`config.mk`:
```
export PLATFORM = sky130hd
export DESIGN_NAME = stps_pin_select
export DESIGN_NICKNAME = d
export VERILOG_FILES = /design/src/hdl/stps_pkg.sv /design/src/hdl/stps_pin_cell.sv /design/src/hdl/stps_pin_select.sv
export SDC_FILE = /design/constraint.sdc
export NUM_CORES = 1
export LEC_CHECK = 0
export ABC_CLOCK_PERIOD_IN_PS = 2200
export BUFFER_PORTS_ARGS = -buffer_cell sky130_fd_sc_hd__buf_4
export CORE_MARGIN = 5
export CORE_UTILIZATION = 30
export CTS_BUF_LIST = sky130_fd_sc_hd__clkbuf_16
export DETAILED_ROUTE_END_ITERATION = 7
export GPL_TIMING_DRIVEN = 0
export PLACE_DENSITY = 0.53
export SLEW_MARGIN = 5
export SYNTH_ARGS = -nofsm -noshare
export SYNTH_HDL_FRONTEND = slang
export SYNTH_SLANG_ARGS = --single-unit
```
`constraint.sdc`:
```
create_clock -name core_clk -period 2.2 [get_ports core_clk]
set_input_delay 0.44 -clock core_clk [delete_from_list [all_inputs] [get_ports core_clk]]
set_output_delay 0.44 -clock core_clk [all_outputs]
set_load 0.01 [all_outputs]
```
`src/hdl/stps_pkg.sv`:
```
// constants, register map and timer modes for the serial/timer pin function select
package stps_pkg;
	// ----------------------------------------
	// bus geometry
	// ----------------------------------------
	localparam int AW = 8;
	localparam int DW = 32;
	localparam logic [1:0] RESP_OKAY = 2'h0;
	localparam logic [1:0] RESP_SLVERR = 2'h2;
	// ----------------------------------------
	// register offsets
	// ----------------------------------------
	localparam logic [AW-1:0] OFS_PD_DIR = 8'h00;
	localparam logic [AW-1:0] OFS_PD_CTL = 8'h04;
	localparam logic [AW-1:0] OFS_PD_OUT = 8'h08;
	localparam logic [AW-1:0] OFS_PE_DIR = 8'h0c;
	localparam logic [AW-1:0] OFS_PE_CTL = 8'h10;
	localparam logic [AW-1:0] OFS_PE_OUT = 8'h14;
	localparam logic [AW-1:0] OFS_TM0 = 8'h18;
	localparam logic [AW-1:0] OFS_TM_STEP = 8'h04;
	localparam logic [AW-1:0] OFS_PIN_LVL = 8'h24;
	// ----------------------------------------
	// field layout
	// ----------------------------------------
	localparam int PD_LSB = 4;
	localparam int PD_W = 2;
	localparam int PE_W = 3;
	localparam int TM_N = 3;
	localparam int NPIN = 8;
	localparam int PIN_PD4 = 0;
	localparam int PIN_PD5 = 1;
	localparam int PIN_PE0 = 2;
	localparam int PIN_PE1 = 3;
	localparam int PIN_PE2 = 4;
	localparam int PIN_TM0 = 5;
	localparam int TM_MODE_LSB = 0;
	localparam int TM_MODE_W = 3;
	localparam int TM_GDIR_BIT = 4;
	localparam int TM_GOUT_BIT = 5;
	localparam int TM_LVL_BIT = 8;
	// ----------------------------------------
	// reset values
	// ----------------------------------------
	localparam logic [PD_W-1:0] RST_PD = 2'h0;
	localparam logic [PE_W-1:0] RST_PE = 3'h0;
	localparam logic [TM_MODE_W-1:0] RST_TM_MODE = 3'h0;
	// ----------------------------------------
	// timer pin modes; codes 6 and 7 act as gpio
	// ----------------------------------------
	typedef enum logic [TM_MODE_W-1:0] {TM_GPIO, TM_TIMER, TM_PWM, TM_WDOG, TM_EVENT, TM_MEAS} stps_tmode_e;

	function automatic logic tm_drives(input logic [TM_MODE_W-1:0] m);
		unique case (m)
			TM_TIMER, TM_PWM, TM_WDOG: tm_drives = 1'b1;
			default: tm_drives = 1'b0;
		endcase
	endfunction

	function automatic logic tm_periph(input logic [TM_MODE_W-1:0] m);
		unique case (m)
			TM_TIMER, TM_PWM, TM_WDOG, TM_EVENT, TM_MEAS: tm_periph = 1'b1;
			default: tm_periph = 1'b0;
		endcase
	endfunction
endpackage

```
`src/hdl/stps_pin_cell.sv`:
```
// one multiplexed pin: gpio or peripheral drive, registered
`timescale 1ns/10ps
`default_nettype none
module stps_pin_cell (
	// clock and reset
	input wire logic core_clk,
	input wire logic srst,
	// selection and sources
	input wire logic sel,
	input wire logic gpio_dir,
	input wire logic gpio_out,
	input wire logic per_oe,
	input wire logic per_out,
	// pin
	input wire logic pin_i,
	output logic pin_o,
	output logic pin_oe,
	// sampled level
	output logic lvl,
	output logic per_in
);
	logic pin_o_r, pin_o_nxt, pin_oe_r, pin_oe_nxt;
	logic lvl_r, lvl_nxt, per_in_r, per_in_nxt;

	// ----------------------------------------
	// mux
	// ----------------------------------------
	always_comb begin
		pin_oe_nxt = sel ? per_oe : gpio_dir;
		pin_o_nxt = sel ? per_out : gpio_out;
		lvl_nxt = pin_i;
		per_in_nxt = sel & pin_i;
	end

	always_ff @(posedge core_clk) begin
		if (srst) begin
			pin_o_r <= 1'b0;
			pin_oe_r <= 1'b0;
			lvl_r <= 1'b0;
			per_in_r <= 1'b0;
		end else begin
			pin_o_r <= pin_o_nxt;
			pin_oe_r <= pin_oe_nxt;
			lvl_r <= lvl_nxt;
			per_in_r <= per_in_nxt;
		end
	end

	assign pin_o = pin_o_r;
	assign pin_oe = pin_oe_r;
	assign lvl = lvl_r;
	assign per_in = per_in_r;
endmodule
`default_nettype wire

```
`src/hdl/stps_pin_select.sv`:
```
// serial and timer pin function select with axi4-lite registers
//
// Overview of operation
// - after reset port D bits four and five are gpio
// - port D gpio pin direction comes from port D direction register
// - port D control bit set hands pin to the sync serial port
// - sync receive pin is an input, feeding the receive shifter
// - sync transmit pin drives while the port transmits
// - port E pins reset to gpio, direction from port E direction register
// - port E control bit set routes pin to async rx, tx or clock
// - async interface is full duplex: rx pin in, tx pin out
// - async clock pin is input or driven output, per interface
// - three identical independent timers, each with its own pin
// - event counter and measurement modes make the timer pin input
// - watchdog, timer and pulse modes drive the timer pin
// - timer pins reset to gpio input; only control writes change that
`timescale 1ns/10ps
`default_nettype none
module stps_pin_select import stps_pkg::*; (
	// clock and reset
	input wire logic core_clk,
	input wire logic srst,
	// axi4-lite write address
	input wire logic [AW-1:0] s_axi_awaddr,
	input wire logic s_axi_awvalid,
	output logic s_axi_awready,
	// axi4-lite write data
	input wire logic [DW-1:0] s_axi_wdata,
	input wire logic [3:0] s_axi_wstrb,
	input wire logic s_axi_wvalid,
	output logic s_axi_wready,
	// axi4-lite write response
	output logic [1:0] s_axi_bresp,
	output logic s_axi_bvalid,
	input wire logic s_axi_bready,
	// axi4-lite read
	input wire logic [AW-1:0] s_axi_araddr,
	input wire logic s_axi_arvalid,
	output logic s_axi_arready,
	output logic [DW-1:0] s_axi_rdata,
	output logic [1:0] s_axi_rresp,
	output logic s_axi_rvalid,
	input wire logic s_axi_rready,
	// port D pins
	input wire logic portd_bit_four_i,
	output logic portd_bit_four_o,
	output logic portd_bit_four_oe,
	input wire logic portd_bit_five_i,
	output logic portd_bit_five_o,
	output logic portd_bit_five_oe,
	// port E pins
	input wire logic porte_bit_zero_i,
	output logic porte_bit_zero_o,
	output logic porte_bit_zero_oe,
	input wire logic porte_bit_one_i,
	output logic porte_bit_one_o,
	output logic porte_bit_one_oe,
	input wire logic porte_bit_two_i,
	output logic porte_bit_two_o,
	output logic porte_bit_two_oe,
	// timer pins
	input wire logic timer_zero_pin_i,
	output logic timer_zero_pin_o,
	output logic timer_zero_pin_oe,
	input wire logic timer_one_pin_i,
	output logic timer_one_pin_o,
	output logic timer_one_pin_oe,
	input wire logic timer_two_pin_i,
	output logic timer_two_pin_o,
	output logic timer_two_pin_oe,
	// enhanced_sync_serial_port side
	output logic sync_rx_data,
	input wire logic sync_tx_busy,
	input wire logic sync_tx_data,
	// async_serial_interface side
	output logic async_rx_data,
	input wire logic async_tx_data,
	input wire logic async_clk_drive,
	input wire logic async_clk_out,
	output logic async_clk_in,
	// timer cores
	output logic [TM_N*TM_MODE_W-1:0] timer_mode,
	input wire logic [TM_N-1:0] timer_out,
	output logic [TM_N-1:0] timer_in
);
	// ----------------------------------------
	// register file state
	// ----------------------------------------
	logic [PD_W-1:0] pd_dir_r, pd_dir_nxt, pd_ctl_r, pd_ctl_nxt, pd_out_r, pd_out_nxt;
	logic [PE_W-1:0] pe_dir_r, pe_dir_nxt, pe_ctl_r, pe_ctl_nxt, pe_out_r, pe_out_nxt;
	logic [TM_MODE_W-1:0] tm_mode_r [TM_N];
	logic [TM_MODE_W-1:0] tm_mode_nxt [TM_N];
	logic [TM_N-1:0] tm_gdir_r, tm_gdir_nxt, tm_gout_r, tm_gout_nxt;
	// ----------------------------------------
	// bus state
	// ----------------------------------------
	logic aw_have_r, aw_have_nxt, w_have_r, w_have_nxt;
	logic [AW-1:0] aw_addr_r, aw_addr_nxt;
	logic [DW-1:0] w_data_r, w_data_nxt;
	logic w_lane0_r, w_lane0_nxt;
	logic bvalid_r, bvalid_nxt, rvalid_r, rvalid_nxt;
	logic [1:0] bresp_r, bresp_nxt, rresp_r, rresp_nxt;
	logic [DW-1:0] rdata_r, rdata_nxt, rd_word;
	logic wr_fire, ar_fire;
	// ----------------------------------------
	// pin vectors
	// ----------------------------------------
	logic [NPIN-1:0] sel, gdir, gout, poe, pout, pin_i, pin_o, pin_oe, lvl, per_in;

	function automatic logic [AW-1:0] tm_ofs(input int i);
		tm_ofs = OFS_TM0 + AW'(i) * OFS_TM_STEP;
	endfunction

	function automatic logic addr_ok(input logic [AW-1:0] a);
		addr_ok = 1'b0;
		if (a == OFS_PD_DIR || a == OFS_PD_CTL || a == OFS_PD_OUT)
			addr_ok = 1'b1;
		if (a == OFS_PE_DIR || a == OFS_PE_CTL || a == OFS_PE_OUT)
			addr_ok = 1'b1;
		if (a == OFS_PIN_LVL)
			addr_ok = 1'b1;
		for (int i = 0; i < TM_N; i++) begin
			if (a == tm_ofs(i))
				addr_ok = 1'b1;
		end
	endfunction

	// ----------------------------------------
	// axi4-lite handshakes
	// ----------------------------------------
	// one write outstanding; address and data taken in either order
	assign s_axi_awready = !aw_have_r && !bvalid_r;
	assign s_axi_wready = !w_have_r && !bvalid_r;
	assign s_axi_arready = !rvalid_r;
	assign wr_fire = aw_have_r && w_have_r && !bvalid_r;
	assign ar_fire = s_axi_arvalid && s_axi_arready;

	always_comb begin
		aw_have_nxt = aw_have_r;
		aw_addr_nxt = aw_addr_r;
		w_have_nxt = w_have_r;
		w_data_nxt = w_data_r;
		w_lane0_nxt = w_lane0_r;
		bvalid_nxt = bvalid_r;
		bresp_nxt = bresp_r;
		pd_dir_nxt = pd_dir_r;
		pd_ctl_nxt = pd_ctl_r;
		pd_out_nxt = pd_out_r;
		pe_dir_nxt = pe_dir_r;
		pe_ctl_nxt = pe_ctl_r;
		pe_out_nxt = pe_out_r;
		tm_mode_nxt = tm_mode_r;
		tm_gdir_nxt = tm_gdir_r;
		tm_gout_nxt = tm_gout_r;
		if (s_axi_awvalid && s_axi_awready) begin
			aw_have_nxt = 1'b1;
			aw_addr_nxt = {s_axi_awaddr[AW-1:2], 2'h0};
		end
		if (s_axi_wvalid && s_axi_wready) begin
			w_have_nxt = 1'b1;
			w_data_nxt = s_axi_wdata;
			w_lane0_nxt = s_axi_wstrb[0];
		end
		if (bvalid_r && s_axi_bready)
			bvalid_nxt = 1'b0;
		if (wr_fire) begin
			aw_have_nxt = 1'b0;
			w_have_nxt = 1'b0;
			bvalid_nxt = 1'b1;
			bresp_nxt = addr_ok(aw_addr_r) ? RESP_OKAY : RESP_SLVERR;
			// all fields sit in byte lane 0
			if (w_lane0_r) begin
				if (aw_addr_r == OFS_PD_CTL)
					pd_ctl_nxt = w_data_r[PD_LSB +: PD_W];
				if (aw_addr_r == OFS_PD_DIR)
					pd_dir_nxt = w_data_r[PD_LSB +: PD_W];
				if (aw_addr_r == OFS_PD_OUT)
					pd_out_nxt = w_data_r[PD_LSB +: PD_W];
				if (aw_addr_r == OFS_PE_CTL)
					pe_ctl_nxt = w_data_r[PE_W-1:0];
				if (aw_addr_r == OFS_PE_DIR)
					pe_dir_nxt = w_data_r[PE_W-1:0];
				if (aw_addr_r == OFS_PE_OUT)
					pe_out_nxt = w_data_r[PE_W-1:0];
				// only control writes change timer pins
				for (int i = 0; i < TM_N; i++) begin
					if (aw_addr_r == tm_ofs(i)) begin
						tm_mode_nxt[i] = w_data_r[TM_MODE_LSB +: TM_MODE_W];
						tm_gdir_nxt[i] = w_data_r[TM_GDIR_BIT];
						tm_gout_nxt[i] = w_data_r[TM_GOUT_BIT];
					end
				end
			end
		end
	end

	// ----------------------------------------
	// read path
	// ----------------------------------------
	always_comb begin
		rd_word = '0;
		if (s_axi_araddr[AW-1:2] == OFS_PD_DIR[AW-1:2])
			rd_word[PD_LSB +: PD_W] = pd_dir_r;
		if (s_axi_araddr[AW-1:2] == OFS_PD_CTL[AW-1:2])
			rd_word[PD_LSB +: PD_W] = pd_ctl_r;
		if (s_axi_araddr[AW-1:2] == OFS_PD_OUT[AW-1:2])
			rd_word[PD_LSB +: PD_W] = pd_out_r;
		if (s_axi_araddr[AW-1:2] == OFS_PE_DIR[AW-1:2])
			rd_word[PE_W-1:0] = pe_dir_r;
		if (s_axi_araddr[AW-1:2] == OFS_PE_CTL[AW-1:2])
			rd_word[PE_W-1:0] = pe_ctl_r;
		if (s_axi_araddr[AW-1:2] == OFS_PE_OUT[AW-1:2])
			rd_word[PE_W-1:0] = pe_out_r;
		if (s_axi_araddr[AW-1:2] == OFS_PIN_LVL[AW-1:2])
			rd_word[NPIN-1:0] = lvl;
		for (int i = 0; i < TM_N; i++) begin
			if ({s_axi_araddr[AW-1:2], 2'h0} == tm_ofs(i)) begin
				rd_word[TM_MODE_LSB +: TM_MODE_W] = tm_mode_r[i];
				rd_word[TM_GDIR_BIT] = tm_gdir_r[i];
				rd_word[TM_GOUT_BIT] = tm_gout_r[i];
				rd_word[TM_LVL_BIT] = lvl[PIN_TM0+i];
			end
		end
	end

	always_comb begin
		rvalid_nxt = rvalid_r;
		rresp_nxt = rresp_r;
		rdata_nxt = rdata_r;
		if (rvalid_r && s_axi_rready)
			rvalid_nxt = 1'b0;
		if (ar_fire) begin
			rvalid_nxt = 1'b1;
			rdata_nxt = rd_word;
			rresp_nxt = addr_ok({s_axi_araddr[AW-1:2], 2'h0}) ? RESP_OKAY : RESP_SLVERR;
		end
	end

	// all pins come out of reset as gpio
	always_ff @(posedge core_clk) begin
		if (srst) begin
			aw_have_r <= 1'b0;
			aw_addr_r <= '0;
			w_have_r <= 1'b0;
			w_data_r <= '0;
			w_lane0_r <= 1'b0;
			bvalid_r <= 1'b0;
			bresp_r <= RESP_OKAY;
			rvalid_r <= 1'b0;
			rresp_r <= RESP_OKAY;
			rdata_r <= '0;
			pd_dir_r <= RST_PD;
			pd_ctl_r <= RST_PD;
			pd_out_r <= RST_PD;
			pe_dir_r <= RST_PE;
			pe_ctl_r <= RST_PE;
			pe_out_r <= RST_PE;
			tm_mode_r <= '{default: RST_TM_MODE};
			tm_gdir_r <= '0;
			tm_gout_r <= '0;
		end else begin
			aw_have_r <= aw_have_nxt;
			aw_addr_r <= aw_addr_nxt;
			w_have_r <= w_have_nxt;
			w_data_r <= w_data_nxt;
			w_lane0_r <= w_lane0_nxt;
			bvalid_r <= bvalid_nxt;
			bresp_r <= bresp_nxt;
			rvalid_r <= rvalid_nxt;
			rresp_r <= rresp_nxt;
			rdata_r <= rdata_nxt;
			pd_dir_r <= pd_dir_nxt;
			pd_ctl_r <= pd_ctl_nxt;
			pd_out_r <= pd_out_nxt;
			pe_dir_r <= pe_dir_nxt;
			pe_ctl_r <= pe_ctl_nxt;
			pe_out_r <= pe_out_nxt;
			tm_mode_r <= tm_mode_nxt;
			tm_gdir_r <= tm_gdir_nxt;
			tm_gout_r <= tm_gout_nxt;
		end
	end

	assign s_axi_bvalid = bvalid_r;
	assign s_axi_bresp = bresp_r;
	assign s_axi_rvalid = rvalid_r;
	assign s_axi_rresp = rresp_r;
	assign s_axi_rdata = rdata_r;

	// ----------------------------------------
	// per-pin source selection
	// ----------------------------------------
	always_comb begin
		sel[PIN_PD5:PIN_PD4] = pd_ctl_r;
		gdir[PIN_PD5:PIN_PD4] = pd_dir_r;
		gout[PIN_PD5:PIN_PD4] = pd_out_r;
		sel[PIN_PE2:PIN_PE0] = pe_ctl_r;
		gdir[PIN_PE2:PIN_PE0] = pe_dir_r;
		gout[PIN_PE2:PIN_PE0] = pe_out_r;
		poe[PIN_PD4] = 1'b0;
		pout[PIN_PD4] = 1'b0;
		poe[PIN_PD5] = sync_tx_busy;
		pout[PIN_PD5] = sync_tx_data;
		// full duplex: rx in, tx always out
		poe[PIN_PE0] = 1'b0;
		pout[PIN_PE0] = 1'b0;
		poe[PIN_PE1] = 1'b1;
		pout[PIN_PE1] = async_tx_data;
		// clock direction chosen by the interface
		poe[PIN_PE2] = async_clk_drive;
		pout[PIN_PE2] = async_clk_out;
		for (int i = 0; i < TM_N; i++) begin
			sel[PIN_TM0+i] = tm_periph(tm_mode_r[i]);
			gdir[PIN_TM0+i] = tm_gdir_r[i];
			gout[PIN_TM0+i] = tm_gout_r[i];
			poe[PIN_TM0+i] = tm_drives(tm_mode_r[i]);
			pout[PIN_TM0+i] = timer_out[i];
		end
	end

	assign pin_i = {timer_two_pin_i, timer_one_pin_i, timer_zero_pin_i, porte_bit_two_i,
		porte_bit_one_i, porte_bit_zero_i, portd_bit_five_i, portd_bit_four_i};

	for (genvar g = 0; g < NPIN; g++) begin : g_pin
		stps_pin_cell u_cell (
			.core_clk(core_clk),
			.srst(srst),
			.sel(sel[g]),
			.gpio_dir(gdir[g]),
			.gpio_out(gout[g]),
			.per_oe(poe[g]),
			.per_out(pout[g]),
			.pin_i(pin_i[g]),
			.pin_o(pin_o[g]),
			.pin_oe(pin_oe[g]),
			.lvl(lvl[g]),
			.per_in(per_in[g])
		);
	end

	assign portd_bit_four_o = pin_o[PIN_PD4];
	assign portd_bit_four_oe = pin_oe[PIN_PD4];
	assign portd_bit_five_o = pin_o[PIN_PD5];
	assign portd_bit_five_oe = pin_oe[PIN_PD5];
	assign porte_bit_zero_o = pin_o[PIN_PE0];
	assign porte_bit_zero_oe = pin_oe[PIN_PE0];
	assign porte_bit_one_o = pin_o[PIN_PE1];
	assign porte_bit_one_oe = pin_oe[PIN_PE1];
	assign porte_bit_two_o = pin_o[PIN_PE2];
	assign porte_bit_two_oe = pin_oe[PIN_PE2];
	assign timer_zero_pin_o = pin_o[PIN_TM0];
	assign timer_zero_pin_oe = pin_oe[PIN_TM0];
	assign timer_one_pin_o = pin_o[PIN_TM0+1];
	assign timer_one_pin_oe = pin_oe[PIN_TM0+1];
	assign timer_two_pin_o = pin_o[PIN_TM0+2];
	assign timer_two_pin_oe = pin_oe[PIN_TM0+2];
	// peripheral inputs read zero while the pin is gpio
	assign sync_rx_data = per_in[PIN_PD4];
	assign async_rx_data = per_in[PIN_PE0];
	assign async_clk_in = per_in[PIN_PE2];
	assign timer_in = per_in[PIN_TM0 +: TM_N];
	assign timer_mode = {tm_mode_r[2], tm_mode_r[1], tm_mode_r[0]};
endmodule
`default_nettype wire

```
== Word level (Yosys, flattened, before mapping) ==
Index checks and enable logic that the tools add are counted.

* Output and inout bits: 72
* Bits in registers: 90
* Logic and storage cells: 191

* Equal/unequal tests: 33
* Reductions and logical operators: 43
* Muxes and demuxes: 54
* Bitwise operators: 6

{| class="wikitable"
|+ Operators with widths
! kind !! count
|-
| 6-bit by 3-bit == test with 1-bit output (second input constant) || 8
|-
| 1-bit 2-to-1 mux || 39
|-
| 3-bit AND reduction || 9
|-
| 6-bit by 2-bit == test with 1-bit output (second input constant) || 4
|-
| 6-bit by 4-bit == test with 1-bit output (second input constant) || 4
|-
| 3-bit by 2-bit == test with 1-bit output (second input constant) || 6
|-
| 3-bit == test (second input constant) || 6
|-
| 3-bit 2-to-1 mux || 6
|-
| 2-bit 2-to-1 mux || 8
|-
| 5-bit OR reduction || 3
|-
| 6-bit by 1-bit == test with 1-bit output (second input constant) || 2
|-
| 3-bit by 1-bit == test with 1-bit output (second input constant) || 3
|-
| 1-bit logical AND || 9
|-
| 3-bit OR reduction || 3
|-
| 8-bit logical NOT || 1
|-
| 1-bit logical OR || 8
|-
| 8-bit 2-to-1 mux || 1
|-
| 1-bit AND || 6
|-
| 6-bit logical NOT || 1
|-
| 2-bit OR reduction || 3
|-
| 1-bit logical NOT || 4
|-
| 2-bit nonzero test || 2
|}

== Longest topological paths before layout ==
Gate-level depths: netlist of the first run.

* Depth after elaboration: 11
* Mapped depth: 6
* Depth with buffers taken out: 4

== By module ==
A second synthesis of the first run with hierarchy kept.

* Cells, all modules: 407
* Area total of the unflattened synthesis: 3,890.0 um2

{| class="wikitable"
|+ Modules (own cells, without submodules)
! module !! sequential area each (um2) !! cells an instance !! area each (um2) !! instances
|-
| stps_pin_select || 1,141.1 || 327 || 2,899.0 || 1
|-
| stps_pin_cell || 80.1 || 10 || 123.9 || 8
|}

== Least setup slack after synthesis of the first run ==
OpenSTA, ideal clock, no wires.

* Kind: input-to-reg
* Start: input s_axi_araddr[5]
* End: register rdata_r[1], in the netlist s_axi_rdata[1]
* Arrival: 1.578 ns
* Path slack: 0.536 ns
* Library setup time: 0.086 ns
* Cell stages on the path: 5
* Required time: 2.114 ns
* Cells stage by stage: or4b_1 > buf_2 > nor3_2 > o311ai_1 > a211oi_1

* Cells in the longest elaborated chain, start to end: 8
* Elaborated cells on any way between the ends: 14

{| class="wikitable"
|+ RTL lines
! item !! line !! source
|-
| from (decl) || stps_pin_select.sv:37 || <nowiki>input wire logic [AW-1:0] s_axi_araddr,</nowiki>
|-
| 6-bit by 2-bit == test with 1-bit output || stps_pin_select.sv:208 || <nowiki>if (s_axi_araddr[AW-1:2] == OFS_PE_DIR[AW-1:2])</nowiki>
|-
| 3-bit 2-to-1 mux || stps_pin_select.sv:208 ||
|-
| 3-bit 2-to-1 mux || stps_pin_select.sv:210 || <nowiki>if (s_axi_araddr[AW-1:2] == OFS_PE_CTL[AW-1:2])</nowiki>
|-
| 3-bit 2-to-1 mux || stps_pin_select.sv:212 || <nowiki>if (s_axi_araddr[AW-1:2] == OFS_PE_OUT[AW-1:2])</nowiki>
|-
| 8-bit 2-to-1 mux || stps_pin_select.sv:214 || <nowiki>if (s_axi_araddr[AW-1:2] == OFS_PIN_LVL[AW-1:2])</nowiki>
|-
| 3-bit 2-to-1 mux (2 in a row) || stps_pin_select.sv:217 || <nowiki>if ({s_axi_araddr[AW-1:2], 2'h0} == tm_ofs(i)) begin</nowiki>
|-
| 3-bit 2-to-1 mux * || stps_pin_select.sv:217 ||
|-
| to (signal assigned) || stps_pin_select.sv:271 || <nowiki>rdata_r <= rdata_nxt;</nowiki>
|-
| to (decl) || stps_pin_select.sv:103 || <nowiki>logic [DW-1:0] rdata_r, rdata_nxt, rd_word;</nowiki>
|}

Mark *: on every way between the ends. The rest lies on a longest branch, timed or not.
A chain may end at the register's enable or synchronous reset.

== Worst setup path in the final report of the first run ==
* Start: register aw_addr_r[7]
* End: register tm_gout_r[1]

* Cells in the longest elaborated chain, start to end: 2

{| class="wikitable"
|+ RTL lines
! item !! line !! source
|-
| from (decl) || stps_pin_select.sv:98 || <nowiki>logic [AW-1:0] aw_addr_r, aw_addr_nxt;</nowiki>
|-
| from (signal assigned) || stps_pin_select.sv:263 || <nowiki>aw_addr_r <= aw_addr_nxt;</nowiki>
|-
| 6-bit by 3-bit == test with 1-bit output || stps_pin_select.sv:187 || <nowiki>if (aw_addr_r == tm_ofs(i)) begin</nowiki>
|-
| 3-bit AND reduction (no source line) || -- ||
|-
| to (signal assigned) || stps_pin_select.sv:280 || <nowiki>tm_gout_r <= tm_gout_nxt;</nowiki>
|-
| to (decl) || stps_pin_select.sv:93 || <nowiki>logic [TM_N-1:0] tm_gdir_r, tm_gdir_nxt, tm_gout_r, tm_gout_nxt;</nowiki>
|}

Every way passes these cells.

==> impl_metrics.ini, run 1 <==
[outcome]
status = completed

[clock_network]
postCtsSetupBuffers = 0
root_buffer = clkbuf_16
cts_buffers = 9
clk_path_buf_depth = 2
cts_tree = yes
htreeDepth = 3
clkSinkCount = 87
ctsResizeCount = 0
clk-insertion-delay-late_ns = 0.34
clk_pin_slew_ns = 0.06
ctsHoldBuffers = 0

[grt]
grt_pass1_vias = 2971
grt_pass1_wl_um = 16000
grtUsageTotal_pct = 14.2
overflow = 0
grt_max_degree = 14
antenna_found_initial = 0

[pwr]
clkPwrFrac_pct = 43.8
p_per_area_mw_per_mm2 = 714
netSwitchingPower_w = 0.000816
switching_share_pct = 22.8
seqPwrFrac_pct = 46.4
combPwrFrac_pct = 9.7
ir_worst_vdd_uv = 333
leakage_nw = 2.18
finalPower_w = 0.00358
intPower_w = 0.00276

[timing]
clock-skew-final_ns = 0.00665
period_needed_ns = 1.79
slew_violations = 0
hold_ws_ns = 0.328
fin_crit_sh_pct = 81.2
setup_violations = 0
rsz0062_at_grt = no
slew_headroom_pct = 35.9
fmax_mhz = 560
hold_violations = 0
worst_pin_slew_ns = 0.952
tns_ns = 0

[final_layout]
antenna_cells = 0
final_nets = 587
utilization_pct = 40.2
final_layout_size_suffix_gt1_share_pct = 27.7
syn_to_final_growth_pct = 33.3

[synth]
synth.area.top_cells = dfxtp_1 46%, mux2i_1 15%, nor2_1 7.4%
syn_inst = 391
async_flop_share_pct = 0
synth.top_cell.area_share_pct = 46.3
avgSynthCellArea_um2 = 9.62
synthMostInstantiatedCell = dfxtp_1
yosysWarnings = 0
synth_commonest_cells = 87 x dfxtp_1, 74 x nor2_1, 55 x mux2i_1
ys_seq_area_share_pct = 46.3
synth_top_area_cell = dfxtp_1
ys.flop_type = dfxtp_1
synth_area_mm2 = 0.00376
synth_cell_types = 44
synth_edf_count = 0
synth.ff_latch_count = 87

[setup_path]
crit_buf_inv = 0
cp-start-kind = flip-flop
cp_max_fo = 5
crit_required_ns = 2.41
regToRegSetupSlack_ns = 0.41
slowest_delay_ns = 0.60
worst-setup-path-type = flip-flop to flip-flop
slowest_stage = or4b_4
path_cells = or4b_4 -> nor3_4 -> mux2i_1 -> nor2_1
arrival_ns = 2.00
cp-end-kind = flip-flop
cp_top_family = simple AND/OR/NAND/NOR gates

[place]
place_congestion = 0.813
hpwl_um = 8070
io_buffers = 86

[routing]
ant_nets = 0
drt_first_iter_violations = 158
viasPerCell = 4.44
wl_um = 10400
via_count = 3054
drc = 0
wl_per_cell_um = 15.2
dr.pass1.iters = 4

[die]
die-height_um = 122
die-area_mm2 = 0.0149
ios = 147
num_rows = 41
coreArea_mm2 = 0.0125
start_util_pct = 30.2
die_w_um = 122

[min_path]
hp-class = input pin to flip-flop

[job]
drv_cap = 0
cell families (layout without fill, tap and decap cells):
| group | after synthesis | after routing | share of synthesized area (%) |
|---|---|---|---|
| buffers and inverters | 51 | 152 | 7.98 |
| other | 1 | 25 | 0.0997 |
| multiplexers | 57 | 57 | 15.2 |
| AO/OA/AOI/OAI | 38 | 38 | 7.62 |
| flip-flops | 87 | 87 | 46.3 |
| AND/OR/NAND/NOR | 157 | 157 | 22.8 |
worst reg2reg max path, stage by stage (launching register included):
cell and delay (ns):
dfxtp_1 0.35, or4b_4 0.60, nor3_4 0.42, mux2i_1 0.24
nor2_1 0.05
final cells by class:
type                       count  area [µm²]
clock inverter                 6        76.3
tap                          172         215
clock buffer                   9         225
sequential                    87        1740
fill                        1278        7450
timing repair buffer          86         646
inverter                       4        15.0
multi-input combinational    277        1810
buffer                        47         285
power groups by stage:
stage | registers, W | logic, W | clock network (W)
after global placement | 0.00170 | 0.000345 | 0
final | 0.00166 | 0.000349 | 0.00157
after CTS | 0.00166 | 0.000350 | 0.00160
after global routing | 0.00167 | 0.000382 | 0.00167
after detailed placement | 0.00170 | 0.000349 | 0
after floorplan | 0.00169 | 0.000212 | 0
per-stage QoR:
| step | worst slack (ns) | area, µm² | std cells |
|---|---|---|---|
| after global placement | 0.139 | 4710 | 673 |
| after global routing | 0.282 | 5010 | 688 |
| final | 0.414 | 5010 | 688 |
| after floorplan | 0.536 | 3850 | 415 |
| after CTS | 0.398 | 5010 | 688 |
| after detailed placement | 0.119 | 4710 | 673 |
flip-flops by register name (all words and copies together) (netlist names), 3 cells and up:
| name | count |
|---|---|
| timer_mode | 9 |
| g_pin.u_cell.pin_oe | 8 |
| g_pin.u_cell.per_in | 6 |
| aw_addr_r | 6 |
| g_pin.u_cell.lvl | 8 |
| w_data_r | 5 |
| pe_out_r | 3 |
| g_pin.u_cell.pin_o | 8 |
| pe_dir_r | 3 |
| tm_gdir_r | 3 |
| pe_ctl_r | 3 |
| tm_gout_r | 3 |
| s_axi_rdata | 9 |
worst paths after layout:
| kind | start | to | depth (start not counted) |
|---|---|---|---|
| max | aw_addr_r[7] | tm_gout_r[1] | 4 |
| min | portd_bit_five_i | g_pin[1].u_cell.lvl | 2 |
| max reg2reg | aw_addr_r[7] | tm_gout_r[1] | 4 |
| min reg2reg | g_pin[3].u_cell.lvl | s_axi_rdata[3] | 2 |
metal layers:
metal	vias to the layer above	routed length, µm	track usage (%)
li1	1543	-	-
met1	1413	4660	17.9
met2	89	4920	23.0
met3	9	759	5.15
met4	0	103	3.99
met5	-	0	0
cell usage in the layout (no fill, tap or decap), types with 2 or more instances in the layout:
master       n
a211o_1      2
buf_4      114
clkbuf_1    11
nor3_4       2
a22oi_1      2
clkinv_1     3
nor2b_1     13
mux2i_1     55
a311oi_1     4
nand2b_1     3
bufinv_16    2
nand3b_1     4
conb_1      25
o2bb2ai_1    2
nor2_1      74
inv_1        4
nand3_1      4
o32ai_1      2
mux2_2       2
nand2_1     10
o21ai_0      4
buf_2        3
and2_1      11
nor3_2       3
clkbuf_16    9
buf_1        5
o31a_1       2
and3b_1      3
nor3b_1      5
a211oi_1     3
o21bai_1     5
a21oi_1      5
dfxtp_1     87
a221oi_1     6
or2_2        2
nor3_1      13
No activity file was read; power rests on OpenSTA's default activity.
==> run 2, diff against run 1 <==
- ABC_CLOCK_PERIOD_IN_PS: 2200 -> 1900
- clock period: 2.2 -> 1.9 ns (I/O delays scaled with it)
==> impl_metrics.ini, run 2 (synthesis results as in run 1) <==
[outcome]
status = completed

[min_path]
hp-class = input pin to flip-flop
min_from = portd_bit_five_i
hold-path-cell-count = 2
whs_endpoint = g_pin[1].u_cell.lvl

[routing]
viasPerCell = 4.44
dr.pass1.iters = 4
wl_um = 10400
drt_first_iter_violations = 159
drc = 0
via_count = 3054
wl_per_cell_um = 15.2
ant_nets = 0

[setup_path]
cp_max_fo = 5
crit_start = aw_addr_r[7]
cp_top_family = simple AND/OR/NAND/NOR gates
arrival_ns = 2.00
cp-end-kind = flip-flop
r2r-end = tm_gout_r[1]
cp-start-kind = flip-flop
path_cells = or4b_4 -> nor3_4 -> mux2i_1 -> nor2_1
crit_required_ns = 2.11
slowest_delay_ns = 0.60
crit_buf_inv = 0
worst-setup-path-type = flip-flop to flip-flop
reg2reg_from = aw_addr_r[7]
r2r_cells = 4
regToRegSetupSlack_ns = 0.11
slowest_stage = or4b_4

[grt]
grt_pass1_vias = 2971
grtUsageTotal_pct = 14.2
grt_pass1_wl_um = 16000
grt_max_degree = 14
overflow = 0
antenna_found_initial = 0

[die]
coreArea_mm2 = 0.0125
num_rows = 41
die_w_um = 122
ios = 147
start_util_pct = 30.2
die-height_um = 122
die-area_mm2 = 0.0149

[place]
place_inst = 673
hpwl_um = 8070
place_congestion = 0.813
io_buffers = 86
place_worst_setup_slack_ns = -0.121

[final_layout]
layout.cells.most_common_list = 114 x buf_4, 87 x dfxtp_1, 74 x nor2_1
syn_to_final_growth_pct = 33.4
final_layout_size_suffix_gt1_share_pct = 27.9
final_nets = 587
antenna_cells = 0
mostFrequentLayoutCell = buf_4
layoutNonFillerInstCount = 688

[clock_network]
cts_tree = yes
cts_buffers = 9
clk_path_buf_depth = 2
ctsHoldBuffers = 0
clk-insertion-delay-late_ns = 0.34
clk_pin_slew_ns = 0.06
clkSinkCount = 87
root_buffer = clkbuf_16
htreeDepth = 3

[timing]
period_needed_ns = 1.79
setup_violations = 0
hold_violations = 0
rsz0062_at_grt = no
slew_violations = 0
fin_crit_sh_pct = 94.0
worst_pin_slew_ns = 0.952
fin_ws_ns = 0.114
fmax_mhz = 560
slew_headroom_pct = 35.9
clock-skew-final_ns = 0.00665

[pwr]
ir_worst_vdd_uv = 386
leakage_nw = 2.18
p_per_area_mw_per_mm2 = 826

[job]
drv_cap = 0
## run 2: how the worst max path moves through the flow
stage,endpoint,slack (ns),cells after the start
2_1_floorplan,tm_gout_r[0],0.29,4
3_3_place_gp,s_axi_rdata[1],-0.10,5
3_5_place_dp,s_axi_rdata[1],-0.12,5
4_1_cts,pd_out_r[1],0.1,4
5_1_grt,timer_mode[5],0.02,4
6_report,tm_gout_r[1],0.11,4
## run 2: what timing repair did
item	CTS	global route
buffers inserted	0	0
endpoints found under the setup margin	0	1
resized for setup	0	1
## run 2: stage by stage
stage	power [W]	util, %	setup TNS [ns]	cell area (µm²)	hold WS [ns]
3_3_place_gp	0.00236	37.8	-0.181	4710	0.439
2_1_floorplan	0.00220	-	0	3850	0.433
3_5_place_dp	0.00237	37.8	-0.219	4710	0.444
6_report	0.00415	40.3	0	5020	0.268
5_1_grt	0.00431	40.3	0	5020	0.263
4_1_cts	0.00418	40.2	0	5010	0.256
## run 2: final cells by class
type	count	area (µm²)
plain buffers	47	285
clock buffers	9	225
clock inverters	6	76.3
fillers	1277	7450
inverters	4	15.0
multi-input cells	277	1810
flip-flops and latches	87	1740
well taps	172	215
repair buffers	86	646
## run 2: power breakdown
part	switching, W	leakage [nW]	internal (W)
Sequential	0.0000532	0.707	0.00187
Combinational	0.000204	1.33	0.000201
Clock	0.000688	0.148	0.00113
Total	0.000945	2.18	0.00320
## run 2: metal layers
layer	up-vias	GRT usage [%]	part of all wire, %	wire, µm
met5	-	0	0	0
met3	9	5.15	7.3	759
met4	0	3.99	0.99	103
li1	1542	-	-	-
met1	1414	17.9	45	4660
met2	89	23.0	47	4920
